<file path="config.mk">
export PLATFORM = sky130hd
export DESIGN_NAME = rfsb_status_bank
export DESIGN_NICKNAME = d
export VERILOG_FILES = /design/src/core/rfsb_short_filter.v /design/src/core/rfsb_status_bank.v
export VERILOG_INCLUDE_DIRS = /design/src /design/src/core
export SDC_FILE = /design/constraint.sdc
export NUM_CORES = 1
export LEC_CHECK = 0
export CORE_ASPECT_RATIO = 0.9
export CORE_UTILIZATION = 53
export CTS_CLUSTER_DIAMETER = 40
export DETAILED_ROUTE_END_ITERATION = 8
export DONT_BUFFER_PORTS = 1
export GPL_TIMING_DRIVEN = 0
export PLACE_DENSITY = 0.68
export SLEW_MARGIN = 20
export SYNTH_ARGS = -nofsm -noshare
export SYNTH_HDL_FRONTEND = slang
export SYNTH_SLANG_ARGS = --single-unit
</file>
<file path="constraint.sdc">
create_clock -name core_clk -period 4.9 [get_ports core_clk]
set_clock_uncertainty 0.2 [all_clocks]
set_input_delay 0.98 -clock core_clk [delete_from_list [all_inputs] [get_ports core_clk]]
set_output_delay 0.98 -clock core_clk [all_outputs]
set_load 0.03 [all_outputs]
</file>
<file path="src/core/rfsb_defines.vh">
// register offsets, field positions, reset values and timing counts for the fault status bank
`ifndef RFSB_DEFINES_VH
`define RFSB_DEFINES_VH

// ****************************************************************
// register offsets
// ****************************************************************
`define RFSB_ADDR_LINREG_EVENT 8'h1C
`define RFSB_ADDR_TOP_STATUS 8'h1D
`define RFSB_ADDR_SWITCHER_STATUS 8'h1E

// ****************************************************************
// linear regulator event register fields
// ****************************************************************
`define RFSB_EV_A_OVERCURRENT 0
`define RFSB_EV_A_SHORT 1
`define RFSB_EV_A_GOOD 2
`define RFSB_EV_B_OVERCURRENT 4
`define RFSB_EV_B_SHORT 5
`define RFSB_EV_B_GOOD 6
`define RFSB_EV_IMPL_MASK 8'h77
`define RFSB_EV_RESET 8'h00

// ****************************************************************
// top status register fields
// ****************************************************************
`define RFSB_TOP_OVERVOLTAGE 1
`define RFSB_TOP_THERMAL_WARN 2
`define RFSB_TOP_THERMAL_SHUT 3
`define RFSB_TOP_SYNC_INVALID 4
`define RFSB_TOP_POWER_GOOD 7
`define RFSB_TOP_RESET 8'h00

// ****************************************************************
// switcher status register fields
// ****************************************************************
`define RFSB_SW_A_LIMIT 0
`define RFSB_SW_A_INVALID 2
`define RFSB_SW_A_ENABLED 3
`define RFSB_SW_B_LIMIT 4
`define RFSB_SW_B_INVALID 6
`define RFSB_SW_B_ENABLED 7
`define RFSB_SW_RESET 8'h00

// ****************************************************************
// timing
// ****************************************************************
`define RFSB_CLK_MHZ 250
`define RFSB_SHORT_TIME_US 1000
// more than 1 ms at 250 MHz: 250000 cycles plus one, sized to the counter
`define RFSB_SHORT_CYCLES 18'h3D091
`define RFSB_SHORT_CNT_W 18

`endif

</file>
<file path="src/core/rfsb_short_filter.v">
// short-circuit qualifier: asserts after the low condition persists past the limit
`timescale 1ns/10ps
module rfsb_short_filter #(
  parameter [17:0] LIMIT = 18'h3D091
) (
  // clock and reset
  input wire core_clk,
  input wire sys_rst,
  // condition, already synchronised
  input wire below_threshold,
  // one-cycle pulse when the condition has lasted past the limit
  output reg qualified_pulse
);

  reg [17:0] count_q;

  // ****************************************************************
  // continuous-duration counter
  // ****************************************************************
  // any gap restarts the count, so only an unbroken low interval qualifies
  always @(posedge core_clk or posedge sys_rst) begin
    if (sys_rst) begin
      count_q <= 18'h00000;
      qualified_pulse <= 1'b0;
    end else begin
      qualified_pulse <= 1'b0;
      if (!below_threshold) begin
        count_q <= 18'h00000;
      end else if (count_q < LIMIT) begin
        count_q <= count_q + 18'h00001;
        if (count_q == LIMIT - 18'h00001) begin
          qualified_pulse <= 1'b1;
        end
      end
    end
  end

endmodule // rfsb_short_filter

</file>
<file path="src/core/rfsb_status_bank.v">
// regulator fault status bank: latched linear-regulator events and live status registers
// Summary of operation
// linreg b good event latched at bit 6
// linreg a good event latched at bit 2
// linreg b short latched after over 1 ms
// linreg a short latched after over 1 ms
// linreg b current limit latched at bit 4
// linreg a current limit latched at bit 0
// event flags clear by writing one; reset zero
// power good pin level at top bit 7
// sync clock invalid reads one at bit 4
// thermal shutdown now at top bit 3
// thermal warning now at top bit 2
// input overvoltage now at top bit 1
// switcher b enabled at bit 7
// switcher a enabled at bit 3
// switcher b output invalid at bit 6
// switcher a output invalid at bit 2
// switcher b limit now at bit 4
// switcher a limit now at bit 0
// switcher status live, read-only, resets zero
// summary flag drops when events all clear
// reserved bits read zero, writes ignored
// recurring event beats simultaneous clear
`timescale 1ns/10ps
`include "rfsb_defines.vh"
module rfsb_status_bank (
  // clock and reset
  input wire core_clk,
  input wire sys_rst,
  // register port from the serial link engine, same clock domain
  input wire [7:0] reg_addr,
  input wire reg_wr_en,
  input wire [7:0] reg_wr_data,
  input wire reg_rd_en,
  output reg [7:0] reg_rd_data,
  output reg reg_rd_valid,
  // linear regulator detectors, asynchronous
  input wire linreg_a_good_evt_in,
  input wire linreg_a_below_short_in,
  input wire linreg_a_limit_in,
  input wire linreg_b_good_evt_in,
  input wire linreg_b_below_short_in,
  input wire linreg_b_limit_in,
  // top level detectors, asynchronous
  input wire power_good_output,
  input wire sync_clock_invalid_in,
  input wire thermal_shutdown_in,
  input wire thermal_warning_in,
  input wire input_overvoltage_in,
  // switcher detectors, asynchronous
  input wire switcher_a_enabled_in,
  input wire switcher_a_invalid_in,
  input wire switcher_a_limit_in,
  input wire switcher_b_enabled_in,
  input wire switcher_b_invalid_in,
  input wire switcher_b_limit_in,
  // summary to the top interrupt register
  output reg linreg_summary_flag
);

  localparam [17:0] SHORT_LIMIT = `RFSB_SHORT_CYCLES;
  localparam NSYNC = 17;

  // sync vector bit order
  localparam S_A_GOOD = 0;
  localparam S_A_SHORT = 1;
  localparam S_A_LIM = 2;
  localparam S_B_GOOD = 3;
  localparam S_B_SHORT = 4;
  localparam S_B_LIM = 5;
  localparam S_PG = 6;
  localparam S_SYNC = 7;
  localparam S_TSD = 8;
  localparam S_TWARN = 9;
  localparam S_OVP = 10;
  localparam S_SWA_EN = 11;
  localparam S_SWA_INV = 12;
  localparam S_SWA_LIM = 13;
  localparam S_SWB_EN = 14;
  localparam S_SWB_INV = 15;
  localparam S_SWB_LIM = 16;

  wire [NSYNC-1:0] raw_in;
  reg [NSYNC-1:0] meta_q;
  reg [NSYNC-1:0] sync_q;
  reg linreg_a_good_prev_q;
  reg linreg_b_good_prev_q;
  reg [7:0] events_q;
  reg [7:0] events_d;
  reg [7:0] top_q;
  reg [7:0] switcher_q;
  reg [7:0] set_vec;
  reg [7:0] clr_vec;
  reg [7:0] rd_mux;
  reg wr_event_hit;
  wire short_a_pulse;
  wire short_b_pulse;

  function addr_hit;
    input [7:0] addr;
    input [7:0] target;
    begin
      addr_hit = (addr == target);
    end
  endfunction

  // one-hot read select: bit 0 events, bit 1 top, bit 2 switcher
  function [2:0] rd_select;
    input [7:0] addr;
    begin
      rd_select = 3'b000;
      rd_select[0] = addr_hit(addr, `RFSB_ADDR_LINREG_EVENT);
      rd_select[1] = addr_hit(addr, `RFSB_ADDR_TOP_STATUS);
      rd_select[2] = addr_hit(addr, `RFSB_ADDR_SWITCHER_STATUS);
    end
  endfunction

  assign raw_in = {
    // switcher detectors
    switcher_b_limit_in,
    switcher_b_invalid_in,
    switcher_b_enabled_in,
    switcher_a_limit_in,
    switcher_a_invalid_in,
    switcher_a_enabled_in,
    // top level detectors
    input_overvoltage_in,
    thermal_warning_in,
    thermal_shutdown_in,
    sync_clock_invalid_in,
    power_good_output,
    // linear regulator detectors
    linreg_b_limit_in,
    linreg_b_below_short_in,
    linreg_b_good_evt_in,
    linreg_a_limit_in,
    linreg_a_below_short_in,
    linreg_a_good_evt_in
  };

  // ****************************************************************
  // input synchronisers
  // ****************************************************************
  genvar gi;
  generate
    for (gi = 0; gi < NSYNC; gi = gi + 1) begin : g_sync
      always @(posedge core_clk or posedge sys_rst) begin
        if (sys_rst) begin
          meta_q[gi] <= 1'b0;
          sync_q[gi] <= 1'b0;
        end else begin
          meta_q[gi] <= raw_in[gi];
          sync_q[gi] <= meta_q[gi];
        end
      end
    end
  endgenerate

  // ****************************************************************
  // short-circuit qualification
  // ****************************************************************
  rfsb_short_filter #(
    .LIMIT(SHORT_LIMIT)
  ) u_short_a (
    .core_clk(core_clk),
    .sys_rst(sys_rst),
    .below_threshold(sync_q[S_A_SHORT]),
    .qualified_pulse(short_a_pulse)
  );

  rfsb_short_filter #(
    .LIMIT(SHORT_LIMIT)
  ) u_short_b (
    .core_clk(core_clk),
    .sys_rst(sys_rst),
    .below_threshold(sync_q[S_B_SHORT]),
    .qualified_pulse(short_b_pulse)
  );

  // ****************************************************************
  // write decode
  // ****************************************************************
  // only the event register takes writes; other offsets are dropped here
  always @* begin
    wr_event_hit = 1'b0;
    if (reg_wr_en) begin
      wr_event_hit = addr_hit(reg_addr, `RFSB_ADDR_LINREG_EVENT);
    end
  end

  // ****************************************************************
  // event latching
  // ****************************************************************
  // power-good event taken as a rising edge of the detector indication
  always @(posedge core_clk or posedge sys_rst) begin
    if (sys_rst) begin
      linreg_a_good_prev_q <= 1'b0;
      linreg_b_good_prev_q <= 1'b0;
    end else begin
      linreg_a_good_prev_q <= sync_q[S_A_GOOD];
      linreg_b_good_prev_q <= sync_q[S_B_GOOD];
    end
  end

  always @* begin
    set_vec = 8'h00;
    set_vec[`RFSB_EV_B_GOOD] = sync_q[S_B_GOOD] & ~linreg_b_good_prev_q;
    set_vec[`RFSB_EV_A_GOOD] = sync_q[S_A_GOOD] & ~linreg_a_good_prev_q;
    set_vec[`RFSB_EV_B_SHORT] = short_b_pulse;
    set_vec[`RFSB_EV_A_SHORT] = short_a_pulse;
    // level set: a limit held across a clear re-latches at once
    set_vec[`RFSB_EV_B_OVERCURRENT] = sync_q[S_B_LIM];
    set_vec[`RFSB_EV_A_OVERCURRENT] = sync_q[S_A_LIM];
    clr_vec = 8'h00;
    if (wr_event_hit) begin
      clr_vec = reg_wr_data & `RFSB_EV_IMPL_MASK;
    end
    // set after clear so a coincident event survives
    events_d = ((events_q & ~clr_vec) | set_vec) & `RFSB_EV_IMPL_MASK;
  end

  // ****************************************************************
  // event flag storage
  // ****************************************************************
  // reserved positions get a flop tied to zero so reads need no masking
  genvar ei;
  generate
    for (ei = 0; ei < 8; ei = ei + 1) begin : g_event
      if (((`RFSB_EV_IMPL_MASK >> ei) & 8'h01) != 8'h00) begin : g_impl
        always @(posedge core_clk or posedge sys_rst) begin
          if (sys_rst) begin
            events_q[ei] <= 1'b0;
          end else begin
            events_q[ei] <= events_d[ei];
          end
        end
      end else begin : g_rsvd
        always @(posedge core_clk or posedge sys_rst) begin
          if (sys_rst) begin
            events_q[ei] <= 1'b0;
          end else begin
            events_q[ei] <= 1'b0;
          end
        end
      end
    end
  endgenerate

  // follows the next state so it drops in the cycle the last flag clears
  always @(posedge core_clk or posedge sys_rst) begin
    if (sys_rst) begin
      linreg_summary_flag <= 1'b0;
    end else begin
      linreg_summary_flag <= |events_d;
    end
  end

  // ****************************************************************
  // live status capture
  // ****************************************************************
  // registered copies of the synced levels; host writes never reach them
  always @(posedge core_clk or posedge sys_rst) begin
    if (sys_rst) begin
      top_q <= `RFSB_TOP_RESET;
    end else begin
      top_q <= 8'h00;
      top_q[`RFSB_TOP_POWER_GOOD] <= sync_q[S_PG];
      top_q[`RFSB_TOP_SYNC_INVALID] <= sync_q[S_SYNC];
      top_q[`RFSB_TOP_THERMAL_SHUT] <= sync_q[S_TSD];
      top_q[`RFSB_TOP_THERMAL_WARN] <= sync_q[S_TWARN];
      top_q[`RFSB_TOP_OVERVOLTAGE] <= sync_q[S_OVP];
    end
  end

  // raw levels, no latching: a brief limit may be missed between reads
  always @(posedge core_clk or posedge sys_rst) begin
    if (sys_rst) begin
      switcher_q <= `RFSB_SW_RESET;
    end else begin
      switcher_q <= 8'h00;
      switcher_q[`RFSB_SW_B_ENABLED] <= sync_q[S_SWB_EN];
      switcher_q[`RFSB_SW_A_ENABLED] <= sync_q[S_SWA_EN];
      switcher_q[`RFSB_SW_B_INVALID] <= sync_q[S_SWB_INV];
      switcher_q[`RFSB_SW_A_INVALID] <= sync_q[S_SWA_INV];
      switcher_q[`RFSB_SW_B_LIMIT] <= sync_q[S_SWB_LIM];
      switcher_q[`RFSB_SW_A_LIMIT] <= sync_q[S_SWA_LIM];
    end
  end

  // ****************************************************************
  // register read port
  // ****************************************************************
  // unmapped offsets read zero; the link engine owns the rest of the map
  always @* begin
    rd_mux = 8'h00;
    case (rd_select(reg_addr))
      3'b001: begin
        rd_mux = events_q;
      end
      3'b010: begin
        rd_mux = top_q;
      end
      3'b100: begin
        rd_mux = switcher_q;
      end
      default: begin
        rd_mux = 8'h00;
      end
    endcase
  end

  always @(posedge core_clk or posedge sys_rst) begin
    if (sys_rst) begin
      reg_rd_data <= 8'h00;
      reg_rd_valid <= 1'b0;
    end else begin
      reg_rd_valid <= reg_rd_en;
      if (reg_rd_en) begin
        reg_rd_data <= rd_mux;
      end
    end
  end

endmodule // rfsb_status_bank

</file>
==> qor.yml, run 1 <==
status:
  status: "complete, no violations"
drt:
  drc: 0
  wirelength_um: 7310
  drt_iter0_markers: 139
  vias_per_cell: 5.82
  dr.pass1.iters: 4
  drtAntennaViolNets: 0
  vias: 2807
  wl_per_cell_um: 15.2
critical_path:
  crit_fanout: 6
  slowest_delay_ps: 490
  worstPathArrival_ps: 2620
  crit_buf_inv: 1
  crit_type: "primary input to register"
  crit_required_ps: 4940
  crit_cells: 6
  cp-end-kind: "register"
  reg2reg_depth: 6
  cp_top_family: "simple AND/OR/NAND/NOR gates"
  crit_path_start_kind: "primary input"
  cp_common_cell: "or4_1"
  critPathSlowestCell: "or4_1"
  crit_chain: "nor4b_2, and4_1, buf_6, a31oi_4, or4_1, or4_1"
floorplan:
  num_rows: 30
  start_util_pct: 55.0
  core-area_um2: 7580
  dieArea_um2: 8230
  die_h_um: 86.1
  die_w_um: 95.5
  ios: 47
clock_network:
  clk_pin_slew_ps: 100
  postCtsResizedCells: 0
  cts_hold_buf: 0
  tritoncts: "done"
  clk_path_buf_depth: 2
  cts_max_level: 3
  numCtsBuffers: 9
  post_cts_buffers: 0
  cts.sinks: 101
  clock_latency_ps: 360
  clockRootBuffer: "clkbuf_8"
yosys:
  yosys-mux-area-fraction_pct: 2.19
  synth_fa_ha_area_share_pct: 1.80
  synth_top_family_by_area: "simple AND/OR/NAND/NOR gates"
  synthArstFlopShare_pct: 100
  syn_inst: 370
  ys_types: 44
  synth-xor-area-share_pct: 1.26
  yosysSeqAreaShare_pct: 60.6
  synth_flop_cell: "dfrtp_1"
  syn_nets: 413
  netlist_area_um2: 4170
  ys_ff_latch: 101
  ys_warn_count: 0
  synth_edf_count: 0
  synth_compound_area_share_pct: 12.6
  avgSynthCellArea_um2: 11.3
  yosys.area_share.simple_pct: 18.5
place:
  gp_congestion: 0.866
  port_buffers: 0
  dp_hpwl_um: 5140
  post_dp_cell_area_um2: 4320
  place_ws_ps: 1910
sta:
  rsz0062_at_grt: "false"
  worst_slack_ps: 2320
  relSlewSlack_pct: 54.5
  tightest_slew_ps: 678
  min_period_ps: 2580
  maxSlewViolCount: 0
  max_freq_mhz: 388
  period_share_pct: 52.6
  hold_violations: 0
  setup_viol: 0
  fin_tns_setup_ps: 0
final_layout:
  n_antenna_cell: 0
  design_area_um2: 4500
  area_delta_synth_final_pct: 7.89
  final_nets: 425
  drive_gt1_share_pct: 7.51
global_route:
  grt_pass1_wl_um: 12400
  antenna_found_initial: 0
  grt_start_max_net_pins: 76
  grt_pass1_vias: 2752
  grtUsageTotal_pct: 19.7
  grt_remaining_overflow: 0
worst_hold_path:
  hold_class: "register to register"
  whs_path_depth: 0
power_and_ir_drop:
  ir_drop_uv: 142
  p_leak_nw: 1.86
  finalPower_mw: 1.39
  p_per_area_nw_per_um2: 310
flow_run:
  max_cap_violations: 0
==> report_power, final <==
group | switching, mW | leakage (nW) | internal (mW) | total (mW)
Sequential | 0.0145 | 1.26 | 0.857 | 0.872
Clock | 0.283 | 0.0825 | 0.186 | 0.469
Combinational | 0.0348 | 0.518 | 0.0177 | 0.0526
Total | 0.332 | 1.86 | 1.06 | 1.39
==> per-stage QoR <==
step / std cells / util (%) / hold WS, ps
6_report: 482 / 59.3 / 146
5_1_grt: 482 / 59.3 / 154
4_1_cts: 482 / 59.2 / 149
3_5_place_dp: 467 / 57.0 / 135
3_3_place_gp: 466 / 56.6 / 133
2_1_floorplan: 370 / - / 131
==> final cells by class <==
type,count,area (um^2)
Tap cell,96,120
Fill cell,626,3080
Sequential cell,101,2530
Clock buffer,9,124
Buffer,12,60.1
Multi-Input combinational cell,240,1520
Inverter,17,68.8
Timing Repair Buffer,1,27.5
Clock inverter,6,46.3
==> registers in the layout (all words and copies together), names as in the netlist <==
signal / cells
linreg_summary_flag: 1
linreg_b_good_prev_q: 1
linreg_a_good_prev_q: 1
set_vec: 2
u_short_a.qualified_pulse: 1
u_short_b.qualified_pulse: 1
meta_q: 17
events_q: 6
u_short_b.count_q: 18
reg_rd_valid: 1
u_short_a.count_q: 18
reg_rd_data: 8
switcher_q: 6
sync_q: 15
top_q: 5
==> synthesized netlist by cell type, types with 3 or more instances <==
master / number / share of area [%]
dfrtp_1: 101 / 61
a21oi_1: 30 / 3.6
nand2_1: 27 / 2.4
nand3_1: 23 / 2.8
inv_1: 17 / 1.5
o21ai_0: 17 / 2.0
or4_1: 17 / 3.1
o31ai_1: 13 / 2.3
nor2_1: 12 / 1.1
clkbuf_1: 10 / 0.90
mux2i_1: 8 / 1.9
and3_1: 7 / 1.1
nor2b_1: 7 / 1.1
nor3_1: 7 / 0.84
or3_1: 7 / 1.1
and4_1: 6 / 1.3
ha_1: 6 / 1.8
xor2_1: 6 / 1.3
nand2b_1: 5 / 0.75
nand4_1: 5 / 0.75
a41oi_1: 3 / 0.63
nor4_1: 3 / 0.45
or2_2: 3 / 0.45
==> layout by cell type (no fill, tap or decap), types with 3 or more instances in the layout <==
cell / netlist / final
dfrtp_1: 101 / 101
a21oi_1: 30 / 30
nand2_1: 27 / 27
nand3_1: 23 / 23
o21ai_0: 17 / 17
or4_1: 17 / 17
inv_1: 17 / 16
o31ai_1: 13 / 13
nor2_1: 12 / 12
clkbuf_1: 10 / 10
clkbuf_8: 0 / 9
mux2i_1: 8 / 8
nor3_1: 7 / 7
and3_1: 7 / 7
or3_1: 7 / 7
nor2b_1: 7 / 7
and4_1: 6 / 6
xor2_1: 6 / 6
ha_1: 6 / 6
nand2b_1: 5 / 5
nand4_1: 5 / 5
inv_6: 0 / 4
or2_2: 3 / 3
a41oi_1: 3 / 3
==> worst register-to-register path, cell delays in order, from the launching register on <==
cell	delay (ps)
dfrtp_1	460
nor4_1	320
nand3_1	160
nor3_1	550
clkbuf_1	440
o21ai_0	140
a21oi_1	170
==> cells by family (layout without fill, tap and decap cells) <==
group           count (synthesis)  in the layout
xor+xnor                        6              6
fa+ha+maj                       6              6
simple gates                  136            136
buf+inv                        29             45
mux                             9              9
compound gates                 83             83
flops                         101            101
==> per-layer routing <==
metal  wire length (um)  global-route usage, %
met5                  0                      0
met2               3480                   30.8
met1               3370                   27.2
met3                402                   5.67
met4                 61                   5.16
==> path summary, 6_finish.rpt <==
path                            slack, ps            startpoint                     to
worst max-delay path                 2320           reg_addr[5]    linreg_summary_flag
worst min-delay path                  150             sync_q[7]               top_q[4]
worst max register to register       2400  u_short_b.count_q[2]   u_short_b.count_q[1]
worst min register to register        150             sync_q[7]               top_q[4]
max in group asynchronous            3670               sys_rst             sync_q[14]
min in group asynchronous             220               sys_rst  u_short_b.count_q[16]
(Power assumes the default switching activity.)
==> run 2, diff against run 1 <==
==> constraint.sdc (replaced) <==
create_clock -name core_clk -period 2.4 [get_ports core_clk]
set_clock_uncertainty 0.2 [all_clocks]
set_input_delay 0.48 -clock core_clk [delete_from_list [all_inputs] [get_ports core_clk]]
set_output_delay 0.48 -clock core_clk [all_outputs]
set_load 0.03 [all_outputs]
==> qor.yml, run 2 (same netlist as run 1, synthesis figures left out) <==
status:
  status: "complete, no violations"
final_layout:
  final_nets: 445  # +4.7%
  top_regs: "u_short_a.count_q (18), u_short_b.count_q (18), meta_q (17)"
  area_delta_synth_final_pct: 13.4
  final_cell_mix: "101 x dfrtp_1, 30 x a21oi_1, 27 x nand2_1, 23 x nand3_1, 20 x dlygate4sd3_1"
  design_area_um2: 4730  # +5.1%
  n_antenna_cell: 0  # unchanged
  utilization_pct: 62.3  # +3.0 points
  drive_gt1_share_pct: 8.62  # +1.1 points
  layoutNonFillerInstCount: 502  # +4.1%
  layout_commonest_cell: "dfrtp_1"
clock_network:
  cts_max_level: 3  # unchanged
  clockRootBuffer: "clkbuf_8"
  tritoncts: "done"
  clk_pin_slew_ps: 100  # about the same
  numCtsBuffers: 9  # unchanged
  cts.sinks: 101  # unchanged
  clock_latency_ps: 370  # about the same
  post_cts_buffers: 0  # unchanged
  clk_path_buf_depth: 2  # unchanged
critical_path:
  worstPathArrival_ps: 2300  # -320 ps
  crit_required_ps: 2500  # -2440 ps
  crit_type: "register to register"
  cp-end-kind: "register"
  crit_path_start_kind: "register"
  reg2reg_depth: 6  # unchanged
  crit_fanout: 5  # -1
drt:
  vias_per_cell: 5.82  # -0.12%
  wirelength_um: 7500  # +2.6%
  wl_per_cell_um: 14.9  # -1.5%
  vias: 2920  # +4.0%
  drc: 0  # unchanged
  drt_iter0_markers: 198  # +42%
  dr.pass1.iters: 4  # unchanged
  drtAntennaViolNets: 0  # unchanged
sta:
  maxSlewViolCount: 0  # unchanged
  period_share_pct: 91.7
  hold_violations: 0  # unchanged
  setup_viol: 0  # unchanged
  fin_tns_setup_ps: 0  # unchanged
  relSlewSlack_pct: 53.2  # -1.3 points
  min_period_ps: 2200
  max_freq_mhz: 454
  tightest_slew_ps: 696  # +18.5 ps
  worst_slack_ps: 199  # -2120 ps
  rsz0062_at_grt: "false"
  holdWs_ps: 25.4  # -120 ps
floorplan:
  ios: 47  # unchanged
  dieArea_um2: 8230  # unchanged
  die_w_um: 95.5  # unchanged
  num_rows: 30  # unchanged
  die_h_um: 86.1  # unchanged
  start_util_pct: 55.0  # unchanged
  core-area_um2: 7580  # unchanged
place:
  port_buffers: 0  # unchanged
  dp_hpwl_um: 5160  # +0.48%
  dp.cells: 468  # +0.21%
  place_ws_ps: -84.8  # -2000 ps
  gp_congestion: 0.866  # about the same
  post_dp_cell_area_um2: 4330  # +0.26%
worst_hold_path:
  whs_path_depth: 1  # +1
  hold_class: "primary input to register"
global_route:
  grtUsageTotal_pct: 19.6  # -0.15 points
  antenna_found_initial: 0  # unchanged
  grt_start_max_net_pins: 37  # -51%
  met1_usage_pct: 26.0  # -1.2 points
  grtUsageMet3_pct: 6.38  # +0.71 points
  grt_pass1_wl_um: 12200  # -1.5%
  grt_pass1_vias: 2718  # -1.2%
  busiest_layer: "met2"
  grt_remaining_overflow: 0  # unchanged
  grt_use_met2_pct: 30.6  # -0.13 points
power_and_ir_drop:
  p_per_area_nw_per_um2: 616  # +99%
  ir_drop_uv: 383  # +170%
  p_leak_nw: 1.97  # +5.8%
  finalPower_mw: 2.91  # +110%
flow_run:
  max_cap_violations: 0  # unchanged
-- run 2: final cells by class --
| type | instances | area (um^2) |
|---|---|---|
| inverters | 17 | 67.6 |
| fillers | 628 | 2860 |
| flip-flops and latches | 101 | 2530 |
| repair buffers | 22 | 240 |
| clock inverters | 6 | 56.3 |
| well taps | 96 | 120 |
| clock buffers | 9 | 124 |
| multi-input cells | 240 | 1530 |
| plain buffers | 11 | 61.3 |
-- run 2: worst paths after layout --
check,start,end,slack (ps)
worst max-delay path,u_short_b.count_q[0],u_short_b.count_q[12],200
worst min-delay path,reg_wr_data[2],events_q[2],30
worst max register to register,u_short_b.count_q[0],u_short_b.count_q[12],200
worst min register to register,sync_q[13],switcher_q[0],140
max in group asynchronous,sys_rst,sync_q[9],680
min in group asynchronous,sys_rst,meta_q[1],480
-- run 2: power breakdown --
part           internal [mW]  switching [mW]
registers               1.75          0.0296
logic                 0.0594          0.0769
clock network          0.393           0.603
-- run 2: metal layers --
metal  vias up  part of all wire (%)  wire length (um)
met5         -                     0                 0
met4         0                   1.2                92
met3        11                   5.5               412
met2        74                    47              3560
met1      1428                    46              3440
li1       1407                     -                 -
-- run 2: critical path, cell delays in order, from the launching register on --
cell	delay (ps)
dfrtp_1	420
ha_1	230
nand2_1	80
nor3_1	510
nand2_1	130
or4_1	420
a21oi_1	150
-- run 2: timing repair --
item | in CTS | in global routing
hold buffers | 20 | 0
setup endpoints to repair | 14 | 26
hold endpoints to repair | 51 | 0
gates resized for setup | 3 | 6
